<file path="config.mk">
export PLATFORM = sky130hd
export DESIGN_NAME = spi_response_status_encoder
export DESIGN_NICKNAME = d
export VERILOG_FILES = /design/src/common/status_enc_pkg.sv /design/src/rtl/fault_prio_pick.sv /design/src/rtl/spi_response_status_encoder.sv
export SDC_FILE = /design/constraint.sdc
export NUM_CORES = 1
export LEC_CHECK = 0
export CAP_MARGIN = 20
export CORE_AREA = 2 2 39 41
export CTS_CLUSTER_DIAMETER = 50
export CTS_CLUSTER_SIZE = 20
export DETAILED_ROUTE_END_ITERATION = 12
export DIE_AREA = 0 0 41 43
export DONT_BUFFER_PORTS = 1
export PLACE_DENSITY_LB_ADDON = 0.12
export SETUP_SLACK_MARGIN = 0.2
export SLEW_MARGIN = 20
export SYNTH_ARGS = -nofsm -noshare
export SYNTH_HDL_FRONTEND = slang
export SYNTH_HIERARCHICAL = 1
export SYNTH_SLANG_ARGS = --single-unit
</file>
<file path="constraint.sdc">
create_clock -name clk_in -period 1.9 [get_ports clk_in]
set_clock_uncertainty 0.15 [all_clocks]
set_input_delay 0.38 -clock clk_in [delete_from_list [all_inputs] [get_ports clk_in]]
set_output_delay 0.38 -clock clk_in [all_outputs]
set_load 0.05 [all_outputs]
</file>
<file path="src/common/status_enc_pkg.sv">
`default_nettype none
package status_enc_pkg;
  // basic status codes
  localparam logic [1:0] BST_INIT    = 2'h0;
  localparam logic [1:0] BST_NORMAL  = 2'h1;
  localparam logic [1:0] BST_SELFTST = 2'h2;
  localparam logic [1:0] BST_ERROR   = 2'h3;
  // detailed status codes
  localparam logic [1:0] DST_NONE    = 2'h0;
  localparam logic [1:0] DST_MEMORY  = 2'h1;
  localparam logic [1:0] DST_SUPPLY  = 2'h2;
  localparam logic [1:0] DST_SERIAL  = 2'h3;
  // source-id echo forced under a freezing fault
  localparam logic [2:0] ECHO_ZERO   = 3'h0;
  localparam logic [3:0] SELFTEST_OFF = 4'h0;
  // sensor data field selection
  typedef enum logic [2:0] {
    DATA_LIVE  = 3'b001,
    DATA_ZERO  = 3'b010,
    DATA_ECODE = 3'b100
  } data_sel_t;
  // fault source index; lower index = higher priority
  localparam int NSRC       = 7;
  localparam int SRC_SERIAL = 0;
  localparam int SRC_RESET  = 1;
  localparam int SRC_SUPPLY = 2;
  localparam int SRC_TEST   = 3;
  localparam int SRC_FOTP   = 4;
  localparam int SRC_URW    = 5;
  localparam int SRC_UOTP   = 6;
endpackage : status_enc_pkg
`default_nettype wire

</file>
<file path="src/rtl/fault_prio_pick.sv">
`default_nettype none
module fault_prio_pick
  import status_enc_pkg::*;
#(
  parameter int N = NSRC
) (
  input  wire logic [N-1:0] req_in,
  output logic      [N-1:0] grant_out,
  output logic              any_out
);
  // ----------------------------------------
  // lowest index wins
  // ----------------------------------------
  logic [N:0] blocked;
  assign blocked[0] = 1'b0;
  genvar i;
  generate
    for (i = 0; i < N; i++) begin : g_pick
      assign grant_out[i] = req_in[i] & ~blocked[i];
      assign blocked[i+1] = blocked[i] | req_in[i];
    end
  endgenerate
  assign any_out = blocked[N];
endmodule : fault_prio_pick
`default_nettype wire

</file>
<file path="src/rtl/spi_response_status_encoder.sv">
`default_nettype none
module spi_response_status_encoder
  import status_enc_pkg::*;
(
  input  wire logic       clk_in,
  input  wire logic       sys_rst_in,
  input  wire logic       cs_release_in,
  input  wire logic       alt_status_sel_in,
  input  wire logic       init_complete_flag_in,
  input  wire logic [3:0] selftest_control_in,
  input  wire logic       test_mode_flag_in,
  input  wire logic       user_fuse_bank0_in,
  input  wire logic       user_fuse_bank1_in,
  input  wire logic       user_fuse_bank2_in,
  input  wire logic       factory_otp_err_in,
  input  wire logic       supply_fault_in,
  input  wire logic       supply_fault_hold_off_in,
  input  wire logic       supply_timer_expired_in,
  input  wire logic       reset_occurred_flag_in,
  input  wire logic       serial_cmd_err_in,
  output logic [1:0]      basic_status_field_out,
  output logic [1:0]      detailed_status_field_out,
  output logic [2:0]      data_sel_out,
  output logic            echo_zero_out,
  output logic            reg_err_resp_out,
  output logic            arm_freeze_out,
  output logic            aux_ctrl_disable_out,
  output logic            alt_scheme_out
);
  // ----------------------------------------
  // source gathering and priority
  // ----------------------------------------
  logic [NSRC-1:0] req;
  logic [NSRC-1:0] grant;
  logic            any_err;
  always_comb begin
    req             = '0;
    req[SRC_SERIAL] = serial_cmd_err_in;
    req[SRC_RESET]  = reset_occurred_flag_in;
    req[SRC_SUPPLY] = supply_fault_in;
    req[SRC_TEST]   = test_mode_flag_in;
    req[SRC_FOTP]   = factory_otp_err_in;
    req[SRC_URW]    = user_fuse_bank2_in;
    req[SRC_UOTP]   = user_fuse_bank0_in | user_fuse_bank1_in;
  end

  fault_prio_pick #(.N(NSRC)) u_pick (
    .req_in    (req),
    .grant_out (grant),
    .any_out   (any_err)
  );

  // ----------------------------------------
  // next status
  // ----------------------------------------
  logic [1:0] bst_d, bst_q, dst_d, dst_q;
  data_sel_t  sel_d, sel_q;
  logic       echo_d, echo_q, rerr_d, rerr_q, frz_d, frz_q;
  logic       aux_d, aux_q, alt_d, alt_q;
  always_comb begin
    bst_d  = bst_q;
    dst_d  = dst_q;
    sel_d  = sel_q;
    echo_d = echo_q;
    rerr_d = rerr_q;
    frz_d  = frz_q;
    aux_d  = aux_q;
    alt_d  = alt_q;
    if (cs_release_in) begin
      alt_d  = alt_status_sel_in;
      sel_d  = DATA_LIVE;
      dst_d  = DST_NONE;
      echo_d = 1'b0;
      rerr_d = 1'b0;
      frz_d  = 1'b0;
      aux_d  = 1'b0;
      if (any_err) begin
        bst_d  = BST_ERROR;
        echo_d = 1'b1;
        frz_d  = 1'b1;
        sel_d  = DATA_ECODE;
      end else if (selftest_control_in != SELFTEST_OFF) begin
        bst_d = BST_SELFTST;
      end else if (!init_complete_flag_in) begin
        bst_d = BST_INIT;
      end else begin
        bst_d = BST_NORMAL;
      end
      if (grant[SRC_SERIAL]) begin
        dst_d  = DST_SERIAL;
        rerr_d = 1'b1;
      end else if (grant[SRC_RESET]) begin
        dst_d = DST_SUPPLY;
      end else if (grant[SRC_SUPPLY]) begin
        dst_d = DST_SUPPLY;
        aux_d = !supply_fault_hold_off_in;
        if (!supply_timer_expired_in || supply_fault_hold_off_in) begin
          sel_d = DATA_ZERO;
        end
      end else if (grant[SRC_TEST]) begin
        dst_d = DST_MEMORY;
        sel_d = DATA_ZERO;
      end else if (any_err) begin
        dst_d = DST_MEMORY;
      end
    end
  end

  always_ff @(posedge clk_in or posedge sys_rst_in) begin
    if (sys_rst_in) begin
      bst_q  <= BST_INIT;
      dst_q  <= DST_NONE;
      sel_q  <= DATA_LIVE;
      echo_q <= 1'b0;
      rerr_q <= 1'b0;
      frz_q  <= 1'b0;
      aux_q  <= 1'b0;
      alt_q  <= 1'b0;
    end else begin
      bst_q  <= bst_d;
      dst_q  <= dst_d;
      sel_q  <= sel_d;
      echo_q <= echo_d;
      rerr_q <= rerr_d;
      frz_q  <= frz_d;
      aux_q  <= aux_d;
      alt_q  <= alt_d;
    end
  end

  assign basic_status_field_out    = bst_q;
  assign detailed_status_field_out = dst_q;
  assign data_sel_out              = sel_q;
  assign echo_zero_out             = echo_q;
  assign reg_err_resp_out          = rerr_q;
  assign arm_freeze_out            = frz_q;
  assign aux_ctrl_disable_out      = aux_q;
  assign alt_scheme_out            = alt_q;

  // ----------------------------------------
  // assertions
  // ----------------------------------------
  property p_hold;
    @(posedge clk_in) disable iff (sys_rst_in)
      !cs_release_in |=> $stable(bst_q) && $stable(dst_q);
  endproperty
  a_hold: assert property (p_hold) else $error("status changed without release");

  property p_serial;
    @(posedge clk_in) disable iff (sys_rst_in)
      cs_release_in && serial_cmd_err_in |=>
        bst_q == BST_ERROR && dst_q == DST_SERIAL && rerr_q && echo_q && frz_q;
  endproperty
  a_serial: assert property (p_serial) else $error("serial error mis-encoded");

  property p_reset;
    @(posedge clk_in) disable iff (sys_rst_in)
      cs_release_in && !serial_cmd_err_in && reset_occurred_flag_in |=>
        dst_q == DST_SUPPLY && sel_q == DATA_ECODE && !rerr_q;
  endproperty
  a_reset: assert property (p_reset) else $error("reset record mis-encoded");

  property p_supply_zero;
    @(posedge clk_in) disable iff (sys_rst_in)
      cs_release_in && req[2:0] == 3'h4 && !supply_timer_expired_in |=>
        sel_q == DATA_ZERO && dst_q == DST_SUPPLY;
  endproperty
  a_supply_zero: assert property (p_supply_zero) else $error("supply zeros missing");

  property p_holdoff;
    @(posedge clk_in) disable iff (sys_rst_in)
      cs_release_in && req[2:0] == 3'h4 && supply_fault_hold_off_in |=>
        sel_q == DATA_ZERO && !aux_q && frz_q;
  endproperty
  a_holdoff: assert property (p_holdoff) else $error("hold-off supply mis-encoded");

  property p_test;
    @(posedge clk_in) disable iff (sys_rst_in)
      cs_release_in && req[3:0] == 4'h8 |=> dst_q == DST_MEMORY && sel_q == DATA_ZERO;
  endproperty
  a_test: assert property (p_test) else $error("test mode mis-encoded");

  property p_fotp;
    @(posedge clk_in) disable iff (sys_rst_in)
      cs_release_in && req[4:0] == 5'h10 |=> dst_q == DST_MEMORY && sel_q == DATA_ECODE;
  endproperty
  a_fotp: assert property (p_fotp) else $error("factory fault mis-encoded");

  property p_urw;
    @(posedge clk_in) disable iff (sys_rst_in)
      cs_release_in && req[5:0] == 6'h20 |=> dst_q == DST_MEMORY && echo_q && frz_q;
  endproperty
  a_urw: assert property (p_urw) else $error("user rw fault mis-encoded");

  property p_uotp;
    @(posedge clk_in) disable iff (sys_rst_in)
      cs_release_in && req == 7'h40 |=> dst_q == DST_MEMORY && !rerr_q && frz_q;
  endproperty
  a_uotp: assert property (p_uotp) else $error("user fuse fault mis-encoded");

  property p_clean;
    @(posedge clk_in) disable iff (sys_rst_in)
      cs_release_in && !any_err |=> dst_q == DST_NONE && sel_q == DATA_LIVE && bst_q != BST_ERROR;
  endproperty
  a_clean: assert property (p_clean) else $error("clean status mis-encoded");

  property p_alt;
    @(posedge clk_in) disable iff (sys_rst_in)
      cs_release_in |=> alt_q == $past(alt_status_sel_in);
  endproperty
  a_alt: assert property (p_alt) else $error("alt select not captured");

  property p_group;
    @(posedge clk_in) disable iff (sys_rst_in)
      bst_q != BST_ERROR |-> dst_q == DST_NONE;
  endproperty
  a_group: assert property (p_group) else $error("group without error");

  property p_prio;
    @(posedge clk_in) disable iff (sys_rst_in)
      cs_release_in && serial_cmd_err_in && supply_fault_in |=> dst_q == DST_SERIAL;
  endproperty
  a_prio: assert property (p_prio) else $error("priority wrong");

  c_err:  cover property (@(posedge clk_in) cs_release_in && any_err);
  c_st:   cover property (@(posedge clk_in) bst_q == BST_SELFTST);
  c_zero: cover property (@(posedge clk_in) sel_q == DATA_ZERO);
endmodule : spi_response_status_encoder
`default_nettype wire

</file>
# After elaboration in Yosys (flattened, before gate mapping)
# Cells that the tools add are included.
# word_totals
regBits,11
out_inout_bits,12
wordCells,43
# classes
muxes,19
n_bitwise,13
n_reduce_logical,4
# op_table
cell,count
$mux 3,6
$mux 2,5
$mux 1,8
$or 1x1->1,7
$reduce_bool 4->1,1
$and 1x1->1,3
$not 1->1,3
$logic_not 1->1,2
$logic_or 1x1->1,1

# Depth between registers and ports, before layout
# Gate-level depths: netlist of the first run.
# depth
ltp_word,11
mapped_depth,4
mapped_depth_nobuf,4

# By module
# Netlist of the first run, hierarchy kept.
# modules_own_cells
module,seq_area_each_um2,instances,cells_each,area_each_um2
spi_response_status_encoder,276.5,1,46,489.2
fault_prio_pick,0.0,1,10,72.6

# Worst setup path before layout of the first run
# Ideal clock, no wire load.
# synth_path
kind,in2reg
from,input port reset_occurred_flag_in
to,"register bst_q[1], in the netlist basic_status_field_out[1]"
setup_slack_ns,-0.085
cell_stages,4
arrival_ns,1.716
setup_ns,0.120
path_cell_list,or4_4 or4_1 nand2b_1 o22a_2
# synth_between
elab_chain_len,7
# synth_rtl
item,line,rtl
start: declaration,spi_response_status_encoder.sv:19,"input wire logic reset_occurred_flag_in,"
$or 1x1->1 (6 in a row),fault_prio_pick.sv:20,assign blocked[i+1] = blocked[i] | req_in[i];
net any_err,spi_response_status_encoder.sv:35,logic any_err;
$mux 2,spi_response_status_encoder.sv:77,if (any_err) begin
end signal: assignment,spi_response_status_encoder.sv:120,bst_q <= bst_d;
end: declaration,spi_response_status_encoder.sv:56,"logic [1:0] bst_d, bst_q, dst_d, dst_q;"
# The timed path passes the listed nets, and every way through them passes these cells.
# A chain may end at the register's enable or synchronous reset.

# Final worst setup path of the first run
# Ends and elaborated chain as after synthesis.

==> results of run 1 <==
## stage by stage
stage / std cells / power, W
after floorplan: 52 / 0.000346
after global placement: 66 / 0.000346
after detailed placement: 66 / 0.000348
after CTS: 71 / 0.000510
after global routing: 71 / 0.000530
final: 71 / 0.000504
## worst max-delay path by stage
stage | from | to | slack [ns] | cells past startpoint
5_1_grt | reset_occurred_flag_in | detailed_status_field_out[0]$_DFFE_PP0P_ | 0.20 | 4
2_1_floorplan | reset_occurred_flag_in | basic_status_field_out[1]$_DFFE_PP0P_ | -0.01 | 4
3_3_place_gp | reset_occurred_flag_in | basic_status_field_out[1]$_DFFE_PP0P_ | -0.03 | 4
4_1_cts | reset_occurred_flag_in | basic_status_field_out[1]$_DFFE_PP0P_ | 0.23 | 4
6_report | reset_occurred_flag_in | basic_status_field_out[1]$_DFFE_PP0P_ | 0.22 | 4
3_5_place_dp | reset_occurred_flag_in | basic_status_field_out[1]$_DFFE_PP0P_ | -0.06 | 4
## final cells by class
class	instances	area (µm²)	area share [%]
inverter	7	26.3	4.41
sequential	11	277	46.4
clock buffer	4	26.3	4.41
multi-input combinational	30	221	37.2
tap	16	20.0	3.36
timing repair buffer	3	25.0	4.20
## flip-flops by register name (all words and copies together) (netlist names)
signal / cells
data_sel_out: 3
basic_status_field_out: 2
detailed_status_field_out: 2
alt_scheme_out: 1
arm_freeze_out: 1
aux_ctrl_disable_out: 1
reg_err_resp_out: 1
## routing by layer
metal,vias up,routed length (µm),share of wire [%]
met5,-,0,0
met2,25,561,50
met4,0,31,2.7
li1,188,-,-
met1,210,422,37
met3,6,117,10
## critical path: cells and delay by family
kind / cells / cell delay [ns]
AND/OR/NAND/NOR: 3 / 1.11
AO/OA/AOI/OAI: 1 / 0.20
## repair_timing
item,4_1_cts,5_1_grt
hold buffers,1,0
setup endpoints to repair,0,0
hold endpoints to repair,10,0
## report_power, final
part           switching [W]  internal, W
Sequential         0.0000494     0.000246
Clock              0.0000773    0.0000812
Combinational      0.0000292    0.0000203
Total               0.000156     0.000348
## layout by cell type (no fill, tap or decap), types with 2 or more instances in the layout
master	count
buf_4	2
clkbuf_4	3
dfrtp_1	10
inv_1	7
mux2_2	3
nor2_1	4
o21ai_0	2
o22ai_1	3
or4_4	3
==> impl_metrics.ini, run 1 <==
[run_status]
status = completed

[grt]
grt_pass1_wl_um = 1670
overflow = 0
grt.met1_usage_pct = 17.8
gr-usage-met3_pct = 5.24
antenna_found_initial = 0
grt_use_total_pct = 14.3
grt_max_degree = 17
grt_pass1_vias = 393
grt.busiest_layer = met2
met2_usage_pct = 20.3

[power_and_ir_drop]
irDropWorstVdd_v = 0.000433
p_leak_nw = 0.262
cellPowerDensity_nw_per_um2 = 845

[critical_path]
start_kind = primary input
critPathKind = in2reg
crit_chain = or4_4 -> or4_4 -> nand2b_4 -> o22a_2
crit_slowest_cell = or4_4
regToRegSetupSlack_ns = 0.72
reg2reg_to = reg_err_resp_out$_DFFE_PP0P_
cpPeakStageDelay_ns = 0.50
crit_path_end_kind = flop
cpMostUsedCell = or4_4
reg2regPathDepth = 1
required_ns = 1.91
worst-path-max-fanout = 4
arrival_ns = 1.68
r2r-start = reg_err_resp_out$_DFFE_PP0P_

[sta]
fmax_mhz = 596
worst_pin_slew_ns = 0.492
setup_ws_ns = 0.222
fin_crit_ns = 1.68
final_max_slew_viol_count = 0
holdWs_ns = 0.0257
finalHoldViolCount = 0
slew_headroom_pct = 67.2
finalSetupTns_ns = 0
grt_setup_unrepaired = no
setup_viol = 0
fin_crit_sh_pct = 88.3

[layout]
areaGrowthSynthToFinish_pct = 10.7
insertedDiodeCount = 0
fillerInstances = 144
drive_above_1_share_pct = 29.1
finalNetCount = 75
final_area_um2 = 596
fin_util_pct = 43.0

[routing]
via_count = 429
vias_per_cell = 6.04
postRouteAntennaNets = 0
dr.first_iter.drc_count = 11
wl_um = 1130
drc = 0
drt-pass1-iter-count = 5
avgRoutedWirePerCell_um = 15.9

[min_path]
hold_path_class = in2reg
holdCritStartpoint = cs_release_in
min_to = data_sel_out[0]$_DFFE_PP1P_
min_path_cells = 1

[placed_design]
post-dp-hpwl_um = 842
dp_worst_setup_slack_ns = -0.0578
portBuffers = 0
gp_congestion = 0.699
placedInstanceArea_um2 = 559

[die]
die_y_um = 43
start_util_pct = 38.9
dieArea_um2 = 1760
core_um2 = 1380
ios = 31
fp.dieW_um = 41
rows = 14

[clock_network]
cts.repair.resized = 0
clk-insertion-delay-late_ns = 0.27
cts.root.buffer_cell = clkbuf_4
cts_buffers = 3
ctsLongestPathBuffers = 2
clk_pin_slew_ns = 0.07
postCtsSetupBuffers = 0
h-tree-depth = 1
cts_sinks = 11
cts_tree = done

[job]
maxCapViolations = 0

[logic_synthesis]
synthCells = 52
yosys_warnings = 6
synth_nets = 71
syn_area_um2 = 538
syn_area_per_cell_um2 = 10.3
Power figures use the tool's default switching activity.
==> run 2: changes to the inputs <==
clock period = 1.4 ns   (was 1.9 ns; I/O delays follow)
==> run 2 against run 1 <==
The run now ends with negative setup slack left. Hold slack worse by 0.019 ns. Critical endpoint unchanged. Sequential share of layout area down 8.0 points. Combinational power grew to 3.1 times the previous value. Global-route usage is 1.7 points higher. Largest cell class unchanged. Non-clock buffer count grew 9. Utilization up 9.4 points. Clock power rose by 35%. First-iteration DRC count is 73% lower. Setup slack got worse by 0.38 ns.
==> impl_metrics.ini, run 2 (synthesis results as in run 1) <==
[die]
fp.dieW_um = 41
dieArea_um2 = 1760
core_um2 = 1380
ios = 31
start_util_pct = 38.9
die_y_um = 43
rows = 14

[layout]
final_area_um2 = 726
largest_reg_flops = 3
fillerInstances = 120
finalNetCount = 84
drive_above_1_share_pct = 43.8
regArea_um2 = 279
final_cell_mix = dfrtp_1, inv_1, buf_6
areaGrowthSynthToFinish_pct = 34.9
multi_input_area_um2 = 241
insertedDiodeCount = 0
final_common_cell = dfrtp_1

[routing]
drt-pass1-iter-count = 3
drc = 0
avgRoutedWirePerCell_um = 13.5
wl_um = 1080
postRouteAntennaNets = 0
vias_per_cell = 5.36
via_count = 429
dr.first_iter.drc_count = 3

[sta]
setup_ws_ns = -0.160
finalHoldViolCount = 0
fin_crit_sh_pct = 111
fin_crit_ns = 1.56
setup_viol = 6
slew_headroom_pct = 68.2
worst_pin_slew_ns = 0.476
grt_setup_unrepaired = yes
final_max_slew_viol_count = 0
fmax_mhz = 641

[critical_path]
crit_slowest_cell = or4_4
crit_path_end_kind = flop
worst-path-max-fanout = 4
critPathKind = in2reg
start_kind = primary input
arrival_ns = 1.57
crit_chain = or4_4 -> or4_4 -> nand2b_4 -> o22a_2
reg2regPathDepth = 2
cpMostUsedCell = or4_4
required_ns = 1.41
cpPeakStageDelay_ns = 0.50

[placed_design]
placedInstanceArea_um2 = 622
gp_congestion = 0.693
dp_worst_setup_slack_ns = -0.448
portBuffers = 0
post-dp-hpwl_um = 823

[grt]
antenna_found_initial = 0
overflow = 0
grt_pass1_vias = 453
grt_max_degree = 17
grt_use_total_pct = 16.0
grt_pass1_wl_um = 1860

[min_path]
hold_path_class = in2reg
min_path_cells = 2

[run_status]
status = finished with violations
violations = negative setup slack

[clock_network]
ctsLongestPathBuffers = 2
clk-insertion-delay-late_ns = 0.27
h-tree-depth = 1
cts_tree = done
cts_sinks = 11
clk_pin_slew_ns = 0.07
cts.root.buffer_cell = clkbuf_4
cts_buffers = 3

[power_and_ir_drop]
cellPowerDensity_nw_per_um2 = 999
irDropWorstVdd_v = 0.000382
p_leak_nw = 0.321

[job]
maxCapViolations = 0
==> run 2: cell types whose count changed in the layout (fill, tap and decap cells not counted), moves of 2 or more <==
cell / delta
buf_6: +6
dfrtp_2: +2
dfrtp_1: -2
dlygate4sd3_1: +2
==> run 2: report_power, final <==
| part | leakage (nW) | total [W] | switching [W] | internal, W |
|---|---|---|---|---|
| Combinational | 0.186 | 0.000153 | 0.0000927 | 0.0000608 |
| Clock | 0.0150 | 0.000214 | 0.000104 | 0.000110 |
| Sequential | 0.120 | 0.000357 | 0.0000220 | 0.000335 |
==> run 2: what timing repair did <==
action / CTS / global route
endpoints found under the hold margin: 16 / 6
pin swaps: 0 / 1
setup endpoints to repair: 18 / 18
hold buffers: 2 / 1
gates resized for setup: 9 / 0
cloned: 0 / 0
setup buffers: 2 / 0
==> run 2: per-stage QoR <==
| step | util [%] | cells | setup TNS [ns] | power, W | hold WS [ns] |
|---|---|---|---|---|---|
| 2_1_floorplan | - | 52 | -1.87 | 0.000472 | -0.0183 |
| 3_3_place_gp | 44.9 | 71 | -2.04 | 0.000496 | 0.0186 |
| 3_5_place_dp | 44.9 | 71 | -2.14 | 0.000498 | 0.0317 |
| 4_1_cts | 51.7 | 79 | -0.698 | 0.000731 | -0.0951 |
| 5_1_grt | 52.4 | 80 | -0.987 | 0.000757 | 0.00421 |
| 6_report | 52.4 | 80 | -0.756 | 0.000725 | 0.00709 |
==> run 2: layer usage <==
metal  global-route usage, %  share of wire (%)
met1                    19.2                 38
met2                    24.4                 52
met4                    10.0                2.5
met5                       0                  0
met3                    3.66                8.2
==> run 2: final cells by class <==
class | count | share of cell area, %
Inverter | 7 | 3.62
Tap cell | 16 | 2.76
Sequential cell | 11 | 38.4
Clock buffer | 4 | 3.62
Multi-Input combinational cell | 30 | 33.3
Timing Repair Buffer | 12 | 18.3
==> run 2: path summary, 6_finish.rpt <==
check / start / end / slack (ns)
max in group asynchronous: sys_rst_in / data_sel_out[0]$_DFFE_PP1P_ / 0.47
min in group asynchronous: sys_rst_in / detailed_status_field_out[0]$_DFFE_PP0P_ / 0.30
setup / recovery: reset_occurred_flag_in / basic_status_field_out[1]$_DFFE_PP0P_ / -0.16
setup reg to reg: data_sel_out[0]$_DFFE_PP1P_ / data_sel_out[0]$_DFFE_PP1P_ / 0.24
hold / removal: cs_release_in / aux_ctrl_disable_out$_DFFE_PP0P_ / 0.007
hold reg to reg: data_sel_out[1]$_DFFE_PP0P_ / data_sel_out[1]$_DFFE_PP0P_ / 0.38
==> run 2: critical path: cells and delay by family <==
| kind | cells | cell delay [ns] |
|---|---|---|
| compound gates | 1 | 0.19 |
| simple gates | 3 | 1.10 |
==> run 3: changes to the inputs <==
CTS_BUF_LIST = sky130_fd_sc_hd__clkbuf_8   (was unset)
CTS_CLUSTER_SIZE = unset   (was 20)
==> run 3 against run 2 <==
Critical path type unchanged. Via count down 1.2%. Hold slack worse by 0.0023 ns. The run still ends with negative setup slack left. Sequential power about the same. Global-route usage shrank 0.49 points. Sequential cell count did not move.
==> impl_metrics.ini, run 3 (synthesis results as in run 1) <==
[run_status]
status = finished with violations
violations = negative setup slack

[layout]
drive_above_1_share_pct = 43.8
fin_util_pct = 53.8
insertedDiodeCount = 0
largest_reg_flops = 3
finalNetCount = 84
fillerInstances = 119
final_cell_mix = inv_1, dfrtp_1, buf_6
areaGrowthSynthToFinish_pct = 38.4

[critical_path]
start_kind = primary input
cpPeakStageDelay_ns = 0.50
critPathKind = in2reg
r2r-start = data_sel_out[0]$_DFFE_PP1P_
cpMostUsedCell = or4_4
arrival_ns = 1.57
reg2reg_to = data_sel_out[0]$_DFFE_PP1P_
crit_slowest_cell = or4_4
crit_path_end_kind = flop
worst-path-max-fanout = 4
required_ns = 1.37
regToRegSetupSlack_ns = 0.25
crit_chain = or4_4 -> or4_4 -> nand2b_4 -> o22a_2
reg2regPathDepth = 2

[min_path]
holdCritStartpoint = cs_release_in
min_to = arm_freeze_out$_DFFE_PP0P_
min_path_cells = 1
hold_path_class = in2reg

[sta]
grt_setup_unrepaired = yes
fin_crit_sh_pct = 115
fin_crit_ns = 1.61
slew_headroom_pct = 68.2
fmax_mhz = 622
setup_viol = 6
setup_ws_ns = -0.207
finalSetupTns_ns = -0.997
finalHoldViolCount = 0
holdWs_ns = 0.00480
final_max_slew_viol_count = 0
worst_pin_slew_ns = 0.477

[die]
ios = 31
core_um2 = 1380
fp.dieW_um = 41
rows = 14
die_y_um = 43
start_util_pct = 38.9
dieArea_um2 = 1760

[grt]
grt_pass1_wl_um = 1830
antenna_found_initial = 0
overflow = 0
grt_pass1_vias = 454
grt_use_total_pct = 15.5
grt_max_degree = 17

[clock_network]
cts.root.buffer_cell = clkbuf_8
cts_sinks = 11
clk-insertion-delay-late_ns = 0.23
cts_tree = done
cts_buffers = 3
h-tree-depth = 1
ctsLongestPathBuffers = 2
clk_pin_slew_ns = 0.05

[routing]
via_count = 424
postRouteAntennaNets = 0
wl_um = 1090
avgRoutedWirePerCell_um = 13.6
dr.first_iter.drc_count = 3
wl_met3_um = 94
drc = 0
vias_per_cell = 5.30
maxUsedRoutingLayer = met3
drt-pass1-iter-count = 2
m1WireLength_um = 417
dr_wl_met2_um = 576

[job]
maxCapViolations = 0

[placed_design]
gp_congestion = 0.693
portBuffers = 0
post-dp-hpwl_um = 823

[power_and_ir_drop]
p_leak_nw = 0.332
cellPowerDensity_nw_per_um2 = 1090
irDropWorstVdd_v = 0.000629
==> run 3: report_power, final <==
| part | internal (W) | leakage [nW] | switching, W |
|---|---|---|---|
| Combinational | 0.0000609 | 0.186 | 0.0000913 |
| Sequential | 0.000337 | 0.120 | 0.0000220 |
| Clock | 0.000192 | 0.0269 | 0.000108 |
==> run 3: critical path, delay by kind of cell <==
| family | cells | cell delay (ns) |
|---|---|---|
| AOI/OAI and AO/OA | 1 | 0.19 |
| and+or+nand+nor | 3 | 1.10 |
==> run 3: final cells by class <==
type	instances	area (µm²)	area share, %
Tap cell	16	20.0	2.69
Clock buffer	3	41.3	5.55
Inverter	7	26.3	3.53
Clock inverter	1	3.75	0.504
Timing Repair Buffer	12	133	17.8
Sequential cell	11	279	37.5
Multi-Input combinational cell	30	241	32.4
==> run 3: worst max-delay path by stage <==
stage	start	end	slack, ns	cells after the start
2_1_floorplan	reset_occurred_flag_in	basic_status_field_out[1]$_DFFE_PP0P_	-0.41	4
3_3_place_gp	reset_occurred_flag_in	basic_status_field_out[1]$_DFFE_PP0P_	-0.43	4
3_5_place_dp	reset_occurred_flag_in	basic_status_field_out[1]$_DFFE_PP0P_	-0.45	4
4_1_cts	reset_occurred_flag_in	basic_status_field_out[1]$_DFFE_PP0P_	-0.20	4
5_1_grt	reset_occurred_flag_in	basic_status_field_out[1]$_DFFE_PP0P_	-0.23	4
6_report	reset_occurred_flag_in	basic_status_field_out[1]$_DFFE_PP0P_	-0.21	4
==> run 3: what timing repair did <==
action	4_1_cts	5_1_grt
hold endpoints to repair	13	2
pin swaps	0	1
setup endpoints to repair	17	18
hold buffers	2	1
buffers inserted	2	0
resized for setup	8	1
==> run 3: stage by stage <==
stage               cells  instance area (µm²)  power (W)  setup WS (ns)
global route           80                  744   0.000844         -0.229
detailed placement     71                  622   0.000498         -0.448
floorplan              52                  562   0.000472         -0.415
CTS                    79                  731   0.000815         -0.204
finish                 80                  744   0.000811         -0.207
global placement       71                  622   0.000496         -0.432
==> run 3: layer usage <==
layer	vias up	track usage, %
li1	203	-
met1	204	18.6
met2	17	24.4
met3	0	6.81
met4	0	4.00
met5	-	0
